===== config.mk =====
export PLATFORM = sky130hd
export DESIGN_NAME = ffp_core
export DESIGN_NICKNAME = d
export VERILOG_FILES = /design/src/core/ffp_pkg.sv /design/src/core/ffp_vec_mem.sv /design/src/core/ffp_core.sv
export SDC_FILE = /design/constraint.sdc
export NUM_CORES = 2
export LEC_CHECK = 0
export BUFFER_PORTS_ARGS = -buffer_cell sky130_fd_sc_hd__buf_4
export CAP_MARGIN = 20
export CORE_ASPECT_RATIO = 2
export CORE_MARGIN = 3
export CORE_UTILIZATION = 53
export DETAILED_ROUTE_END_ITERATION = 10
export PLACE_DENSITY = 0.7
export SYNTH_ARGS = -nofsm -noshare
export SYNTH_HDL_FRONTEND = slang
export SYNTH_SLANG_ARGS = --single-unit

===== constraint.sdc =====
create_clock -name clk_i -period 54.8 [get_ports clk_i]
set_input_delay 8.22 -clock clk_i [delete_from_list [all_inputs] [get_ports clk_i]]
set_output_delay 8.22 -clock clk_i [all_outputs]
set_load 0.02 [all_outputs]

===== src/core/ffp_pkg.sv =====
// package: constants for the fast interrupt, forcing and protect block
package ffp_pkg;
    localparam int          FFP_NSRC      = 32;
    localparam int          FFP_VW        = 32;
    localparam int          FFP_LW        = 3;
    localparam int          FFP_IDW       = 5;
    localparam int          FFP_DEPTH     = 8;
    localparam int          FFP_SRC0      = 0;
    localparam int          FFP_CTL_PROTECT_BIT  = 0;
    localparam int          FFP_CTL_GLOBAL_MASK_BIT  = 1;
    localparam logic [31:0] FFP_VEC_RST   = 32'h0000_0000;
    localparam logic [31:0] FFP_MASK_RST  = 32'h0000_0000;
    localparam logic [31:0] FFP_FORCE_RST = 32'h0000_0000;
    localparam logic [4:0]  FFP_SPUR_ID   = 5'h00;
endpackage


===== src/core/ffp_vec_mem.sv =====
// vector table: one word per source, registered read port
`timescale 1ns/100ps
`default_nettype none
module ffp_vec_mem #(
    parameter int DW = 32,
    parameter int AW = 5
) (
    // clock and reset
    input  wire logic          clk_i,
    input  wire logic          rst_i,
    // write port
    input  wire logic          wr_i,
    input  wire logic [AW-1:0] waddr_i,
    input  wire logic [DW-1:0] wdata_i,
    // read port
    input  wire logic [AW-1:0] raddr_i,
    output logic      [DW-1:0] rdata_o
);
    logic [DW-1:0] mem_reg [2**AW];
    logic [DW-1:0] rdata_reg;

    assign rdata_o = rdata_reg;

    always_ff @(posedge clk_i) begin
        if (rst_i) begin
            for (int i = 0; i < 2**AW; i++) begin
                mem_reg[i] <= '0;
            end
            rdata_reg <= '0;
        end else begin
            if (wr_i) begin
                mem_reg[waddr_i] <= wdata_i;
            end
            rdata_reg <= mem_reg[raddr_i];
        end
    end
endmodule
`default_nettype wire


===== src/core/ffp_core.sv =====
// fast interrupt path, fast forcing, protect mode, spurious and global mask
//
// Summary of operation
// fast vector read clears edge source zero
// fast vector read returns source zero vector
// core vector slot loads fast vector
// level source zero cleared by handler
// force commands set/clear force status bits
// forced source hidden from normal request
// forced source raises fast request
// forcing leaves source zero pending untouched
// fast read never clears forced sources
// normal vector read never clears forced
// source zero still feeds fast request
// protect bit selects protect mode
// protect: vector write stacks and updates
// protect: plain reads change no context
// normal read: select, return, record, push, ack
// protect read: select, return, record only
// normal mode vector writes ignored
// no pending source: spurious vector returned
// spurious handler writes end-of-interrupt
// global mask holds both requests inactive
// global mask never blocks wake-up
// debugger avoids halting between read/write
// fast line fed by source zero or forced
// enable/disable bit zero steers mask bit zero
// requests active low, high at reset
`timescale 1ns/100ps
`default_nettype none
module ffp_core
    import ffp_pkg::*;
#(
    parameter int NSRC  = ffp_pkg::FFP_NSRC,
    parameter int DEPTH = ffp_pkg::FFP_DEPTH
) (
    // clock and reset
    input  wire logic                          clk_i,
    input  wire logic                          rst_i,
    // interrupt sources and their modes
    input  wire logic [NSRC-1:0]               src_i,
    input  wire logic [NSRC-1:0]               src_edge_i,
    input  wire logic [NSRC-1:0]               src_act_low_i,
    input  wire logic [NSRC*ffp_pkg::FFP_LW-1:0] src_prio_i,
    // command strobes, one cycle each, with bit masks
    input  wire logic                          enable_cmd_i,
    input  wire logic                          disable_cmd_i,
    input  wire logic                          clear_cmd_i,
    input  wire logic                          force_enable_cmd_i,
    input  wire logic                          force_disable_cmd_i,
    input  wire logic [NSRC-1:0]               cmd_bits_i,
    input  wire logic                          end_of_irq_cmd_i,
    // vector table and spurious vector writes
    input  wire logic                          vec_wr_i,
    input  wire logic [ffp_pkg::FFP_IDW-1:0]   vec_idx_i,
    input  wire logic [ffp_pkg::FFP_VW-1:0]    vec_data_i,
    input  wire logic                          spur_wr_i,
    // debug control
    input  wire logic                          protect_bit_i,
    input  wire logic                          global_mask_bit_i,
    // vector register accesses
    input  wire logic                          irq_vec_rd_i,
    input  wire logic                          irq_vec_wr_i,
    input  wire logic                          fast_vec_rd_i,
    // read data and status
    output logic [ffp_pkg::FFP_VW-1:0]         vec_rdata_o,
    output logic                               vec_rvalid_o,
    output logic [NSRC-1:0]                    pending_reg_o,
    output logic [NSRC-1:0]                    mask_reg_o,
    output logic [NSRC-1:0]                    force_status_reg_o,
    output logic [ffp_pkg::FFP_IDW-1:0]        current_source_reg_o,
    // processor side
    output logic                               normal_req_n_o,
    output logic                               fast_req_n_o,
    output logic                               wake_o
);
    localparam int LW  = FFP_LW;
    localparam int IDW = FFP_IDW;
    localparam int VW  = FFP_VW;
    localparam int SW  = $clog2(DEPTH + 1);
    typedef enum logic [1:0] {
        FFP_IDLE,
        FFP_LOOKUP,
        FFP_ANSWER
    } ffp_rd_type;
    ////////////////////////////////////////////////////////////////////////
    // source detection
    logic [NSRC-1:0] src_prev_reg;
    logic [NSRC-1:0] src_act;
    logic [NSRC-1:0] src_edge_hit;
    assign src_act      = src_i ^ src_act_low_i;
    assign src_edge_hit = src_act & ~(src_prev_reg ^ src_act_low_i);
    ////////////////////////////////////////////////////////////////////////
    // state
    logic [NSRC-1:0]  pend_reg, pend_next;
    logic [NSRC-1:0]  mask_reg, mask_next;
    logic [NSRC-1:0]  force_reg, force_next;
    logic [IDW-1:0]   cur_reg, cur_next;
    logic [LW-1:0]    lvl_reg, lvl_next;
    logic             busy_reg, busy_next;
    logic [SW-1:0]    sp_reg, sp_next;
    logic [LW-1:0]    stk_lvl_reg [DEPTH];
    logic [IDW-1:0]   stk_id_reg [DEPTH];
    logic [LW-1:0]    stk_lvl_next [DEPTH];
    logic [IDW-1:0]   stk_id_next [DEPTH];
    logic [IDW-1:0]   sel_reg, sel_next;
    logic [LW-1:0]    sel_lvl_reg, sel_lvl_next;
    logic             sel_spur_reg, sel_spur_next;
    logic             sel_held_reg, sel_held_next;
    ffp_rd_type       rd_reg, rd_next;
    logic             rd_fast_reg, rd_fast_next;
    logic [VW-1:0]    spur_reg, spur_next;
    logic [VW-1:0]    rdata_reg, rdata_next;
    logic             rvalid_reg, rvalid_next;
    logic             nreq_n_reg, nreq_n_next;
    logic             freq_n_reg, freq_n_next;
    logic             wake_reg, wake_next;
    logic [IDW-1:0]   mem_raddr;
    logic [VW-1:0]    mem_rdata;
    ffp_vec_mem #(
        .DW (VW),
        .AW (IDW)
    ) u_vec_mem (
        .clk_i   (clk_i),
        .rst_i   (rst_i),
        .wr_i    (vec_wr_i),
        .waddr_i (vec_idx_i),
        .wdata_i (vec_data_i),
        .raddr_i (mem_raddr),
        .rdata_o (mem_rdata)
    );
    ////////////////////////////////////////////////////////////////////////
    // priority selection among enabled, pending, unforced normal sources
    logic [NSRC-1:0] cand;
    logic            best_ok;
    logic [IDW-1:0]  best_id;
    logic [LW-1:0]   best_lvl;
    logic            irq_active;
    logic            fast_active;
    always_comb begin
        cand     = pend_reg & mask_reg & ~force_reg;
        cand[FFP_SRC0] = 1'b0;
        best_ok  = 1'b0;
        best_id  = '0;
        best_lvl = '0;
        for (int i = 1; i < NSRC; i++) begin
            if (cand[i] && (!best_ok ||
                    src_prio_i[i*LW +: LW] > best_lvl)) begin
                best_ok  = 1'b1;
                best_id  = IDW'(i);
                best_lvl = src_prio_i[i*LW +: LW];
            end
        end
        irq_active  = best_ok && (!busy_reg || best_lvl > lvl_reg);
        // source zero plus any forced source
        fast_active = (pend_reg[FFP_SRC0] && mask_reg[FFP_SRC0]) ||
                      |(pend_reg & mask_reg & force_reg);
    end

    ////////////////////////////////////////////////////////////////////////
    // next state
    always_comb begin
        pend_next     = pend_reg;
        mask_next     = mask_reg;
        force_next    = force_reg;
        cur_next      = cur_reg;
        lvl_next      = lvl_reg;
        busy_next     = busy_reg;
        sp_next       = sp_reg;
        stk_lvl_next  = stk_lvl_reg;
        stk_id_next   = stk_id_reg;
        sel_next      = sel_reg;
        sel_lvl_next  = sel_lvl_reg;
        sel_spur_next = sel_spur_reg;
        sel_held_next = sel_held_reg;
        rd_next       = rd_reg;
        rd_fast_next  = rd_fast_reg;
        spur_next     = spur_wr_i ? vec_data_i : spur_reg;
        rdata_next    = rdata_reg;
        rvalid_next   = 1'b0;
        mem_raddr     = rd_fast_reg ? IDW'(FFP_SRC0) : sel_reg;

        // command registers
        if (enable_cmd_i)        mask_next  = mask_next | cmd_bits_i;
        if (disable_cmd_i)       mask_next  = mask_next & ~cmd_bits_i;
        if (force_enable_cmd_i)  force_next = force_next | cmd_bits_i;
        if (force_disable_cmd_i) force_next = force_next & ~cmd_bits_i;
        force_next[FFP_SRC0] = 1'b0;
        if (clear_cmd_i) begin
            pend_next = pend_next & ~(cmd_bits_i & src_edge_i);
        end

        // vector reads
        unique case (rd_reg)
            FFP_IDLE: begin
                if (fast_vec_rd_i) begin
                    rd_fast_next = 1'b1;
                    rd_next      = FFP_LOOKUP;
                    // only an edge source zero is auto-cleared
                    if (src_edge_i[FFP_SRC0]) begin
                        pend_next[FFP_SRC0] = 1'b0;
                    end
                end else if (irq_vec_rd_i) begin
                    rd_fast_next  = 1'b0;
                    rd_next       = FFP_LOOKUP;
                    // select and record
                    sel_next      = irq_active ? best_id : FFP_SPUR_ID;
                    sel_lvl_next  = best_lvl;
                    sel_spur_next = !irq_active;
                    sel_held_next = protect_bit_i;
                end
            end
            FFP_LOOKUP: begin
                rd_next = FFP_ANSWER;
            end
            FFP_ANSWER: begin
                rd_next     = FFP_IDLE;
                rvalid_next = 1'b1;
                if (rd_fast_reg) begin
                    rdata_next = mem_rdata;
                end else if (sel_spur_reg) begin
                    rdata_next = spur_reg;
                end else begin
                    rdata_next = mem_rdata;
                end
            end
            default: rd_next = FFP_IDLE;
        endcase

        // push and acknowledge: on read in normal mode, on write in
        // protect mode; a spurious pick stacks nothing
        if ((rd_reg == FFP_ANSWER && !rd_fast_reg && !sel_held_reg) ||
            (irq_vec_wr_i && protect_bit_i && sel_held_reg)) begin
            sel_held_next = 1'b0;
            if (!sel_spur_reg && sp_reg < SW'(DEPTH)) begin
                stk_lvl_next[sp_reg[SW-2:0]] = lvl_reg;
                stk_id_next[sp_reg[SW-2:0]]  = cur_reg;
                sp_next   = sp_reg + SW'(1);
                cur_next  = sel_reg;
                lvl_next  = sel_lvl_reg;
                busy_next = 1'b1;
                if (src_edge_i[sel_reg] && !force_reg[sel_reg]) begin
                    pend_next[sel_reg] = 1'b0;
                end
            end
        end
        if (end_of_irq_cmd_i && busy_reg) begin
            sp_next = sp_reg - SW'(1);
            if (sp_reg == SW'(1)) begin
                busy_next = 1'b0;
                lvl_next  = '0;
                cur_next  = '0;
            end else begin
                lvl_next = stk_lvl_reg[sp_reg[SW-2:0] - (SW-1)'(1)];
                cur_next = stk_id_reg[sp_reg[SW-2:0] - (SW-1)'(1)];
            end
        end

        // detection wins over any clear in the same cycle
        for (int i = 0; i < NSRC; i++) begin
            if (src_edge_i[i]) begin
                if (src_edge_hit[i]) pend_next[i] = 1'b1;
            end else begin
                pend_next[i] = src_act[i];
            end
        end

        // masked lines stay high
        nreq_n_next = !(irq_active && !global_mask_bit_i);
        freq_n_next = !(fast_active && !global_mask_bit_i);
        // wake-up ignores the global mask
        wake_next   = irq_active || fast_active;
    end

    ////////////////////////////////////////////////////////////////////////
    // registers
    always_ff @(posedge clk_i) begin
        if (rst_i) begin
            src_prev_reg <= '0;
            pend_reg     <= '0;
            mask_reg     <= NSRC'(FFP_MASK_RST);
            force_reg    <= NSRC'(FFP_FORCE_RST);
            cur_reg      <= '0;
            lvl_reg      <= '0;
            busy_reg     <= 1'b0;
            sp_reg       <= '0;
            for (int i = 0; i < DEPTH; i++) begin
                stk_lvl_reg[i] <= '0;
                stk_id_reg[i]  <= '0;
            end
            sel_reg      <= '0;
            sel_lvl_reg  <= '0;
            sel_spur_reg <= 1'b0;
            sel_held_reg <= 1'b0;
            rd_reg       <= FFP_IDLE;
            rd_fast_reg  <= 1'b0;
            spur_reg     <= FFP_VEC_RST;
            rdata_reg    <= FFP_VEC_RST;
            rvalid_reg   <= 1'b0;
            nreq_n_reg   <= 1'b1;
            freq_n_reg   <= 1'b1;
            wake_reg     <= 1'b0;
        end else begin
            src_prev_reg <= src_i;
            pend_reg     <= pend_next;
            mask_reg     <= mask_next;
            force_reg    <= force_next;
            cur_reg      <= cur_next;
            lvl_reg      <= lvl_next;
            busy_reg     <= busy_next;
            sp_reg       <= sp_next;
            stk_lvl_reg  <= stk_lvl_next;
            stk_id_reg   <= stk_id_next;
            sel_reg      <= sel_next;
            sel_lvl_reg  <= sel_lvl_next;
            sel_spur_reg <= sel_spur_next;
            sel_held_reg <= sel_held_next;
            rd_reg       <= rd_next;
            rd_fast_reg  <= rd_fast_next;
            spur_reg     <= spur_next;
            rdata_reg    <= rdata_next;
            rvalid_reg   <= rvalid_next;
            nreq_n_reg   <= nreq_n_next;
            freq_n_reg   <= freq_n_next;
            wake_reg     <= wake_next;
        end
    end
    assign vec_rdata_o          = rdata_reg;
    assign vec_rvalid_o         = rvalid_reg;
    assign pending_reg_o        = pend_reg;
    assign mask_reg_o           = mask_reg;
    assign force_status_reg_o   = force_reg;
    assign current_source_reg_o = cur_reg;
    assign normal_req_n_o       = nreq_n_reg;
    assign fast_req_n_o         = freq_n_reg;
    assign wake_o               = wake_reg;
endmodule
`default_nettype wire


=== Word level (Yosys, flattened, before mapping) ===
Memories as Yosys holds them, arrays and structs flattened. A register that Yosys moved wholly into a read port is not among the register bits.
Cells that the tools add are included.

* Register bits after elaboration: 286
* Bits in latches: 0
* Bits in writable memories: 1024
* Memory bits (read-only): 0
* Input bits: 276
* Output and inout bits: 137
* Logic and storage cells: 449
* Memories kept: 1

* $add $sub $neg: 3
* $mul: 0
* Divide/modulo/power cells: 0
* $lt $le $gt $ge: 37
* Equal/unequal tests: 4
* Shifts and indexed selects: 0
* Multiplexer cells: 219
* Bitwise gates (word level): 21
* Reduce and logical (&&, ||, !) cells: 127

{| class="wikitable"
|+ Memories
! name !! words !! width !! read ports !! clocked after Yosys merged registers in !! write ports !! RTL line !! text
|-
| u_vec_mem.mem_reg || 32 || 32 || 1 || 1 || 32 || ffp_vec_mem.sv:19 || <nowiki>logic [DW-1:0] mem_reg [2**AW];</nowiki>
|}

{| class="wikitable"
|+ Operators with widths
! operator !! number
|-
| $mux W32 || 11
|-
| $and A32 B32 Y32 || 9
|-
| $mux W5 || 40
|-
| $not A32 Y32 || 5
|-
| $mux W1 || 115
|-
| $mux W3 || 38
|-
| $gt A3 B3 Y1 || 31
|-
| $or A32 B32 Y32 || 2
|-
| $reduce_or A32 Y1 || 2
|-
| $xor A32 B32 Y32 || 2
|-
| $logic_and A1 B1 Y1 || 43
|-
| $bwmux W40 || 1
|-
| $logic_not A1 Y1 || 39
|-
| $logic_or A1 B1 Y1 || 34
|-
| $bwmux W24 || 1
|-
| $bmux W5 S3 || 1
|-
| $demux W5 S3 || 1
|-
| $mux W4 || 3
|-
| $bmux W1 S5 || 2
|-
| $bmux W3 S3 || 1
|-
| $demux W3 S3 || 1
|-
| $ge A4 B4 Y1 const B || 2
|-
| $not A3 Y4 || 2
|-
| $lt A5 B6 Y1 const B || 1
|-
| other kinds (19) || 24
|}

=== Depth between registers and ports, before layout ===
* Depth after elaboration: 128
* Mapped depth: 266
* Gate-level depth less buffers: 259

=== Cells and area by module ===
A second synthesis with hierarchy kept.

* Cell total of the unflattened synthesis: 5018
* Area, all modules: 64491.9 sq um

{| class="wikitable"
|+ Modules (own cells, without submodules)
! module !! instances !! cells each !! area an instance (sq um) !! sequential area each (sq um)
|-
| ffp_vec_mem || 1 || 2983 || 47710.8 || 31390.1
|-
| ffp_core || 1 || 2035 || 16781.1 || 5705.5
|}

=== Worst setup path before layout ===
OpenSTA, ideal clock, no wires.

* Path kind: input to register
* Start point: input src_prio_i[5] (netlist name)
* End point: register sel_reg[2]
* Setup time: 70 ps
* Arrival time: 49081 ps
* Required time: 54730 ps
* Slack: 5648 ps
* Stages: 229
* Path buffers: 6
* Cell sequence: nand2_1 ha_1 and3b_1 o21ai_0 a21boi_0 a22oi_1 inv_1 ha_1 a32oi_1 o21a_1 o31ai_1 ha_1 a21oi_1 a32oi_1 o21a_1 buf_2 a211oi_1 a21o_1 [... 193 more ...] o21a_1 buf_2 o31a_1 ha_1 nor2b_1 o21ai_0 a32oi_1 nor2_1 or2_2 clkbuf_1 mux2_2 ha_1 o21a_1 o21ai_0 a22oi_1 nand2_1 o21bai_1 a21oi_1

* Word-level cells in the longest chain between the ends: 125
* Elaborated cells between the ends (all ways): 213
* Those cells by class: order compare (31); mux (91); reduce/logical (91)

{| class="wikitable"
|+ RTL lines
! item !! RTL line !! text
|-
| from (decl) || ffp_core.sv:44 || <nowiki>input wire logic [NSRC*ffp_pkg::FFP_LW-1:0] src_prio_i,</nowiki>
|-
| $mux W3 (*) || ffp_core.sv:147 || <nowiki>if (cand[i] && (!best_ok ||</nowiki>
|-
| $gt A3 B3 Y1 || ffp_core.sv:148 || <nowiki>src_prio_i[i*LW +: LW] > best_lvl)) begin</nowiki>
|-
| $logic_or A1 B1 Y1 || ffp_core.sv:147 ||
|-
| $logic_and A1 B1 Y1 || ffp_core.sv:147 ||
|-
| $mux W3 / $mux W1 (equally long branches) || ffp_core.sv:147 ||
|-
| $gt A3 B3 Y1 / $logic_not A1 Y1 (equally long branches) || ffp_core.sv:148, ffp_core.sv:147 ||
|-
| $logic_or A1 B1 Y1 || ffp_core.sv:147 ||
|-
| $logic_and A1 B1 Y1 || ffp_core.sv:147 ||
|-
| [... 110 more ...] || - ||
|-
| $logic_or A1 B1 Y1 || ffp_core.sv:147 ||
|-
| $logic_and A1 B1 Y1 || ffp_core.sv:147 ||
|-
| $mux W3 (*) || ffp_core.sv:147 ||
|-
| net best_lvl[2] || ffp_core.sv:137 || <nowiki>logic [LW-1:0] best_lvl;</nowiki>
|-
| $gt A3 B3 Y1 (*) || ffp_core.sv:154 || <nowiki>irq_active = best_ok && (!busy_reg || best_lvl > lvl_reg);</nowiki>
|-
| $logic_or A1 B1 Y1 (*) || ffp_core.sv:154 ||
|-
| $logic_and A1 B1 Y1 (*) || ffp_core.sv:154 ||
|-
| $mux W5 (*) || ffp_core.sv:207 || <nowiki>sel_next = irq_active ? best_id : FFP_SPUR_ID;</nowiki>
|-
| to (signal assigned) || ffp_core.sv:314 || <nowiki>sel_reg <= sel_next;</nowiki>
|-
| to (decl) || ffp_core.sv:106 || <nowiki>logic [IDW-1:0] sel_reg, sel_next;</nowiki>
|}

The timed path passes the listed nets; every way through them passes the cells marked *.
A chain may end at the register's enable or synchronous reset.

=== Final worst setup path ===
* Start point: input src_prio_i[5] (netlist name)
* End point: register sel_reg[0]

* Word-level cells in the longest chain between the ends: 125
* Elaborated cells between the ends (all ways): 214
* Those cells by class: order compare (31); mux (92); reduce/logical (91)

{| class="wikitable"
|+ RTL lines
! item !! RTL line
|-
| $mux W3 (*) || ffp_core.sv:147
|-
| $gt A3 B3 Y1 || ffp_core.sv:148
|-
| $logic_or A1 B1 Y1 || ffp_core.sv:147
|-
| $logic_and A1 B1 Y1 || ffp_core.sv:147
|-
| $mux W3 / $mux W1 (equally long branches) || ffp_core.sv:147
|-
| $gt A3 B3 Y1 / $logic_not A1 Y1 (equally long branches) || ffp_core.sv:148, ffp_core.sv:147
|-
| $logic_or A1 B1 Y1 || ffp_core.sv:147
|-
| $logic_and A1 B1 Y1 || ffp_core.sv:147
|-
| [... 109 more ...] || -
|-
| $gt A3 B3 Y1 / $logic_not A1 Y1 (equally long branches) || ffp_core.sv:148, ffp_core.sv:147
|-
| $logic_or A1 B1 Y1 || ffp_core.sv:147
|-
| $logic_and A1 B1 Y1 || ffp_core.sv:147
|-
| $mux W3 || ffp_core.sv:147
|-
| $gt A3 B3 Y1 || ffp_core.sv:154
|-
| $logic_or A1 B1 Y1 || ffp_core.sv:154
|-
| $logic_and A1 B1 Y1 || ffp_core.sv:154
|-
| $mux W5 (*) || ffp_core.sv:207
|}

Every way passes the cells marked *; elsewhere a longest branch is shown, timed or not.

==> flow_summary.yaml <==
final_layout:
  final_cell_mix: "1039 x and2_1, 1024 x edfxtp_1, 533 x buf_4"
  final_common_cell: "and2_1"
  drive_above_1_share: 0.195
  fin_area_um2: 73700
  final_nets: 5756
  nFillCells: 9479
  syn2layout_area_growth_pct: 14.4
  layout.area.seq_um2: 37100
  finalNonFillerCells: 7068
  multi_input_comb_area_um2: 26200
  largest_reg_flops: 1024
  post-route-util: 0.611
critical_path:
  rr_worst_depth: 233
  cp_max_fo: 10
  r2r-end: "sel_reg[0]"
  critPathKind: "in -> reg"
  r2r_setup_slack_ns: 9.60
  critical-path-max-stage-delay_ns: 0.53
  required_ns: 55.41
  rr_startpoint: "mask_reg_o[1]"
  setup.worst_path.start_class: "primary input"
  crit_path_frequent_cell: "ha_1"
  cp.arrival_ns: 52.48
  cp_slowest_cell: "or4b_4"
  worstSetupEndpointType: "flip-flop"
placed_design:
  hpwl_um: 140000
  place_inst: 6826
  place_ws_ns: 0.135
  place.gp.congestion: 1.02
  dpl_cell_area_um2: 69600
  portBuffers: 408
logic_synthesis:
  synthTopCellsByArea: "edfxtp_1 48%, and2_1 10%, dfxtp_1 9.9%"
  ys_warn_count: 0
  synth.top_cell.area_share: 0.478
  ys_seq_elements: 1341
  synth_ff_type: "edfxtp_1"
  ys_seq_area_frac: 0.576
  syn_inst: 5157
  syn_nets: 5505
  synth_edf_count: 1024
  syn_area_per_cell_um2: 12.5
  netlist_area_um2: 64400
  yosysUniqueCellTypes: 93
  async_reset_ff_frac: 0
  synth_area_leader_cell: "edfxtp_1"
clocking:
  cts_tree: "yes"
  cts_root_buf: "clkbuf_16"
  cts.sinks: 1341
  path_clk_slew_ns: 0.07
  cts_buffers: 113
  insertion_delay_ns: 0.74
  clockBufferDepth: 3
  htreeDepth: 3
pwr:
  power_frac_clock: 0.356
  power.internal_mw: 1.71
  power_frac_seq: 0.509
  p_leak_nw: 26.8
  power.switching_mw: 0.592
  irDropWorstVdd_mv: 0.0282
  sw_frac_of_total: 0.257
  power_density_nw_per_um2: 31.3
  combPwrFrac: 0.136
hold_path:
  hold_class: "reg -> reg"
  min_to: "rd_reg[1]"
  hp-start: "rd_reg[1]"
  holdPathStages: 1
sta:
  setup_slack_ns: 2.93
  max_freq_mhz: 19.3
  skew_ns: 0.0246
  tightest_slew_ns: 1.23
  holdWs_ns: 0.450
  maxSlewViolCount: 0
  max_slew_margin: 0.181
  period_needed_ns: 51.87
  period_share: 0.946
  finalHoldViolCount: 0
  setup_viol: 0
floorplanning:
  rows: 180
  core_area_um2: 120000
  die_y_um: 499
  dieArea_um2: 126000
  io_pins: 413
  start_util: 0.534
  chipWidth_um: 252
grt:
  overflow: 0
  grtUsageTotal: 0.343
  grt_pass1_vias: 44900
  grt_pass1_wl_um: 308000
  grt_antenna_before_repair: 20
  grt_max_degree: 133
run:
  drv_cap: 0
route:
  drc: 0
  wl_um: 217000
  ant_nets: 0
  drt_iter0_markers: 3889
  dr.pass1.iters: 6
  vias_per_cell: 6.21
  routedWlPerCell_um: 30.7
  vias: 43900
status:
  outcome: "complete, no violations"
cell usage after synthesis, types with 8 or more instances:
library cell / count
nand3_1: 55
and2_1: 1041
o211a_1: 8
a21oi_1: 210
xnor2_1: 63
o21a_1: 14
nor3_1: 22
o21ai_0: 102
inv_1: 82
dfxtp_1: 317
mux4_2: 217
o22ai_1: 134
a211oi_1: 106
nand4_1: 10
mux2i_1: 391
buf_1: 49
and3b_1: 21
nor4_1: 8
nor2_1: 321
a32oi_1: 9
a21o_1: 14
nor2b_1: 58
ha_1: 72
nand3b_1: 14
a31oi_1: 13
nand2b_1: 10
clkbuf_1: 360
nand2_1: 206
edfxtp_1: 1024
a221oi_1: 36
power by group through the flow:
| stage | sequential, mW | clock, mW | combinational, mW |
|---|---|---|---|
| CTS | 1.17 | 0.830 | 0.306 |
| global placement | 1.19 | 0 | 0.301 |
| finish | 1.17 | 0.820 | 0.313 |
| floorplan | 1.19 | 0 | 0.175 |
| detailed placement | 1.19 | 0 | 0.305 |
| global route | 1.18 | 0.872 | 0.334 |
area by class of cell:
class,count,area share
sequential,1341,0.504
multi-input combinational,3316,0.355
timing repair buffer,554,0.0600
clock buffer,161,0.0427
tap,1547,0.0263
clock inverter,52,0.00739
inverter,82,0.00420
antenna,15,0.000510
cells by family (layout without fill, tap and decap cells):
kind of cell,count (synthesis),in the layout,share of synthesized area
mux,615,615,0.138
xor+xnor,65,65,0.00884
simple gates,1812,1812,0.156
buf+inv,500,849,0.0296
compound gates,747,747,0.0766
other cells,1,16,0.0000582
fa+ha+maj,76,76,0.0146
flops,1341,1341,0.576
worst max path at each step:
stage | end | slack, ns | start | cells after the start
floorplan | sel_reg[2] | 5.65 | src_prio_i[5] | 229
global placement | sel_reg[0] | 0.57 | src_prio_i[5] | 229
detailed placement | sel_reg[0] | 0.14 | src_prio_i[5] | 233
CTS | sel_reg[0] | 0.68 | src_prio_i[5] | 234
global route | sel_reg[0] | -0.09 | src_prio_i[5] | 249
finish | sel_reg[0] | 2.93 | src_prio_i[5] | 233
stage by stage:
step / setup TNS [ns] / power, mW
detailed placement: 0 / 1.50
CTS: 0 / 2.31
global route: -0.170 / 2.38
global placement: 0 / 1.49
floorplan: 0 / 1.37
finish: 0 / 2.31
repair_timing:
| item | CTS | global route |
|---|---|---|
| setup buffers | 0 | 7 |
| hold buffers | 0 | 0 |
| gates resized for setup | 0 | 38 |
| setup endpoints to repair | 0 | 11 |
layer usage:
| metal | share of wire | GRT usage |
|---|---|---|
| met1 | 0.31 | 0.334 |
| met4 | 0.084 | 0.259 |
| met5 | 0.00036 | 0 |
| met2 | 0.53 | 0.621 |
| met3 | 0.076 | 0.0813 |
critical path, delay by kind of cell:
family | cells | cell delay (ns)
AO/OA/AOI/OAI | 116 | 22.37
adder cells (fa/ha/maj) | 34 | 9.40
AND/OR/NAND/NOR | 59 | 8.07
buffers and inverters | 18 | 2.56
multiplexers | 6 | 1.70
(Power assumes the default switching activity.)
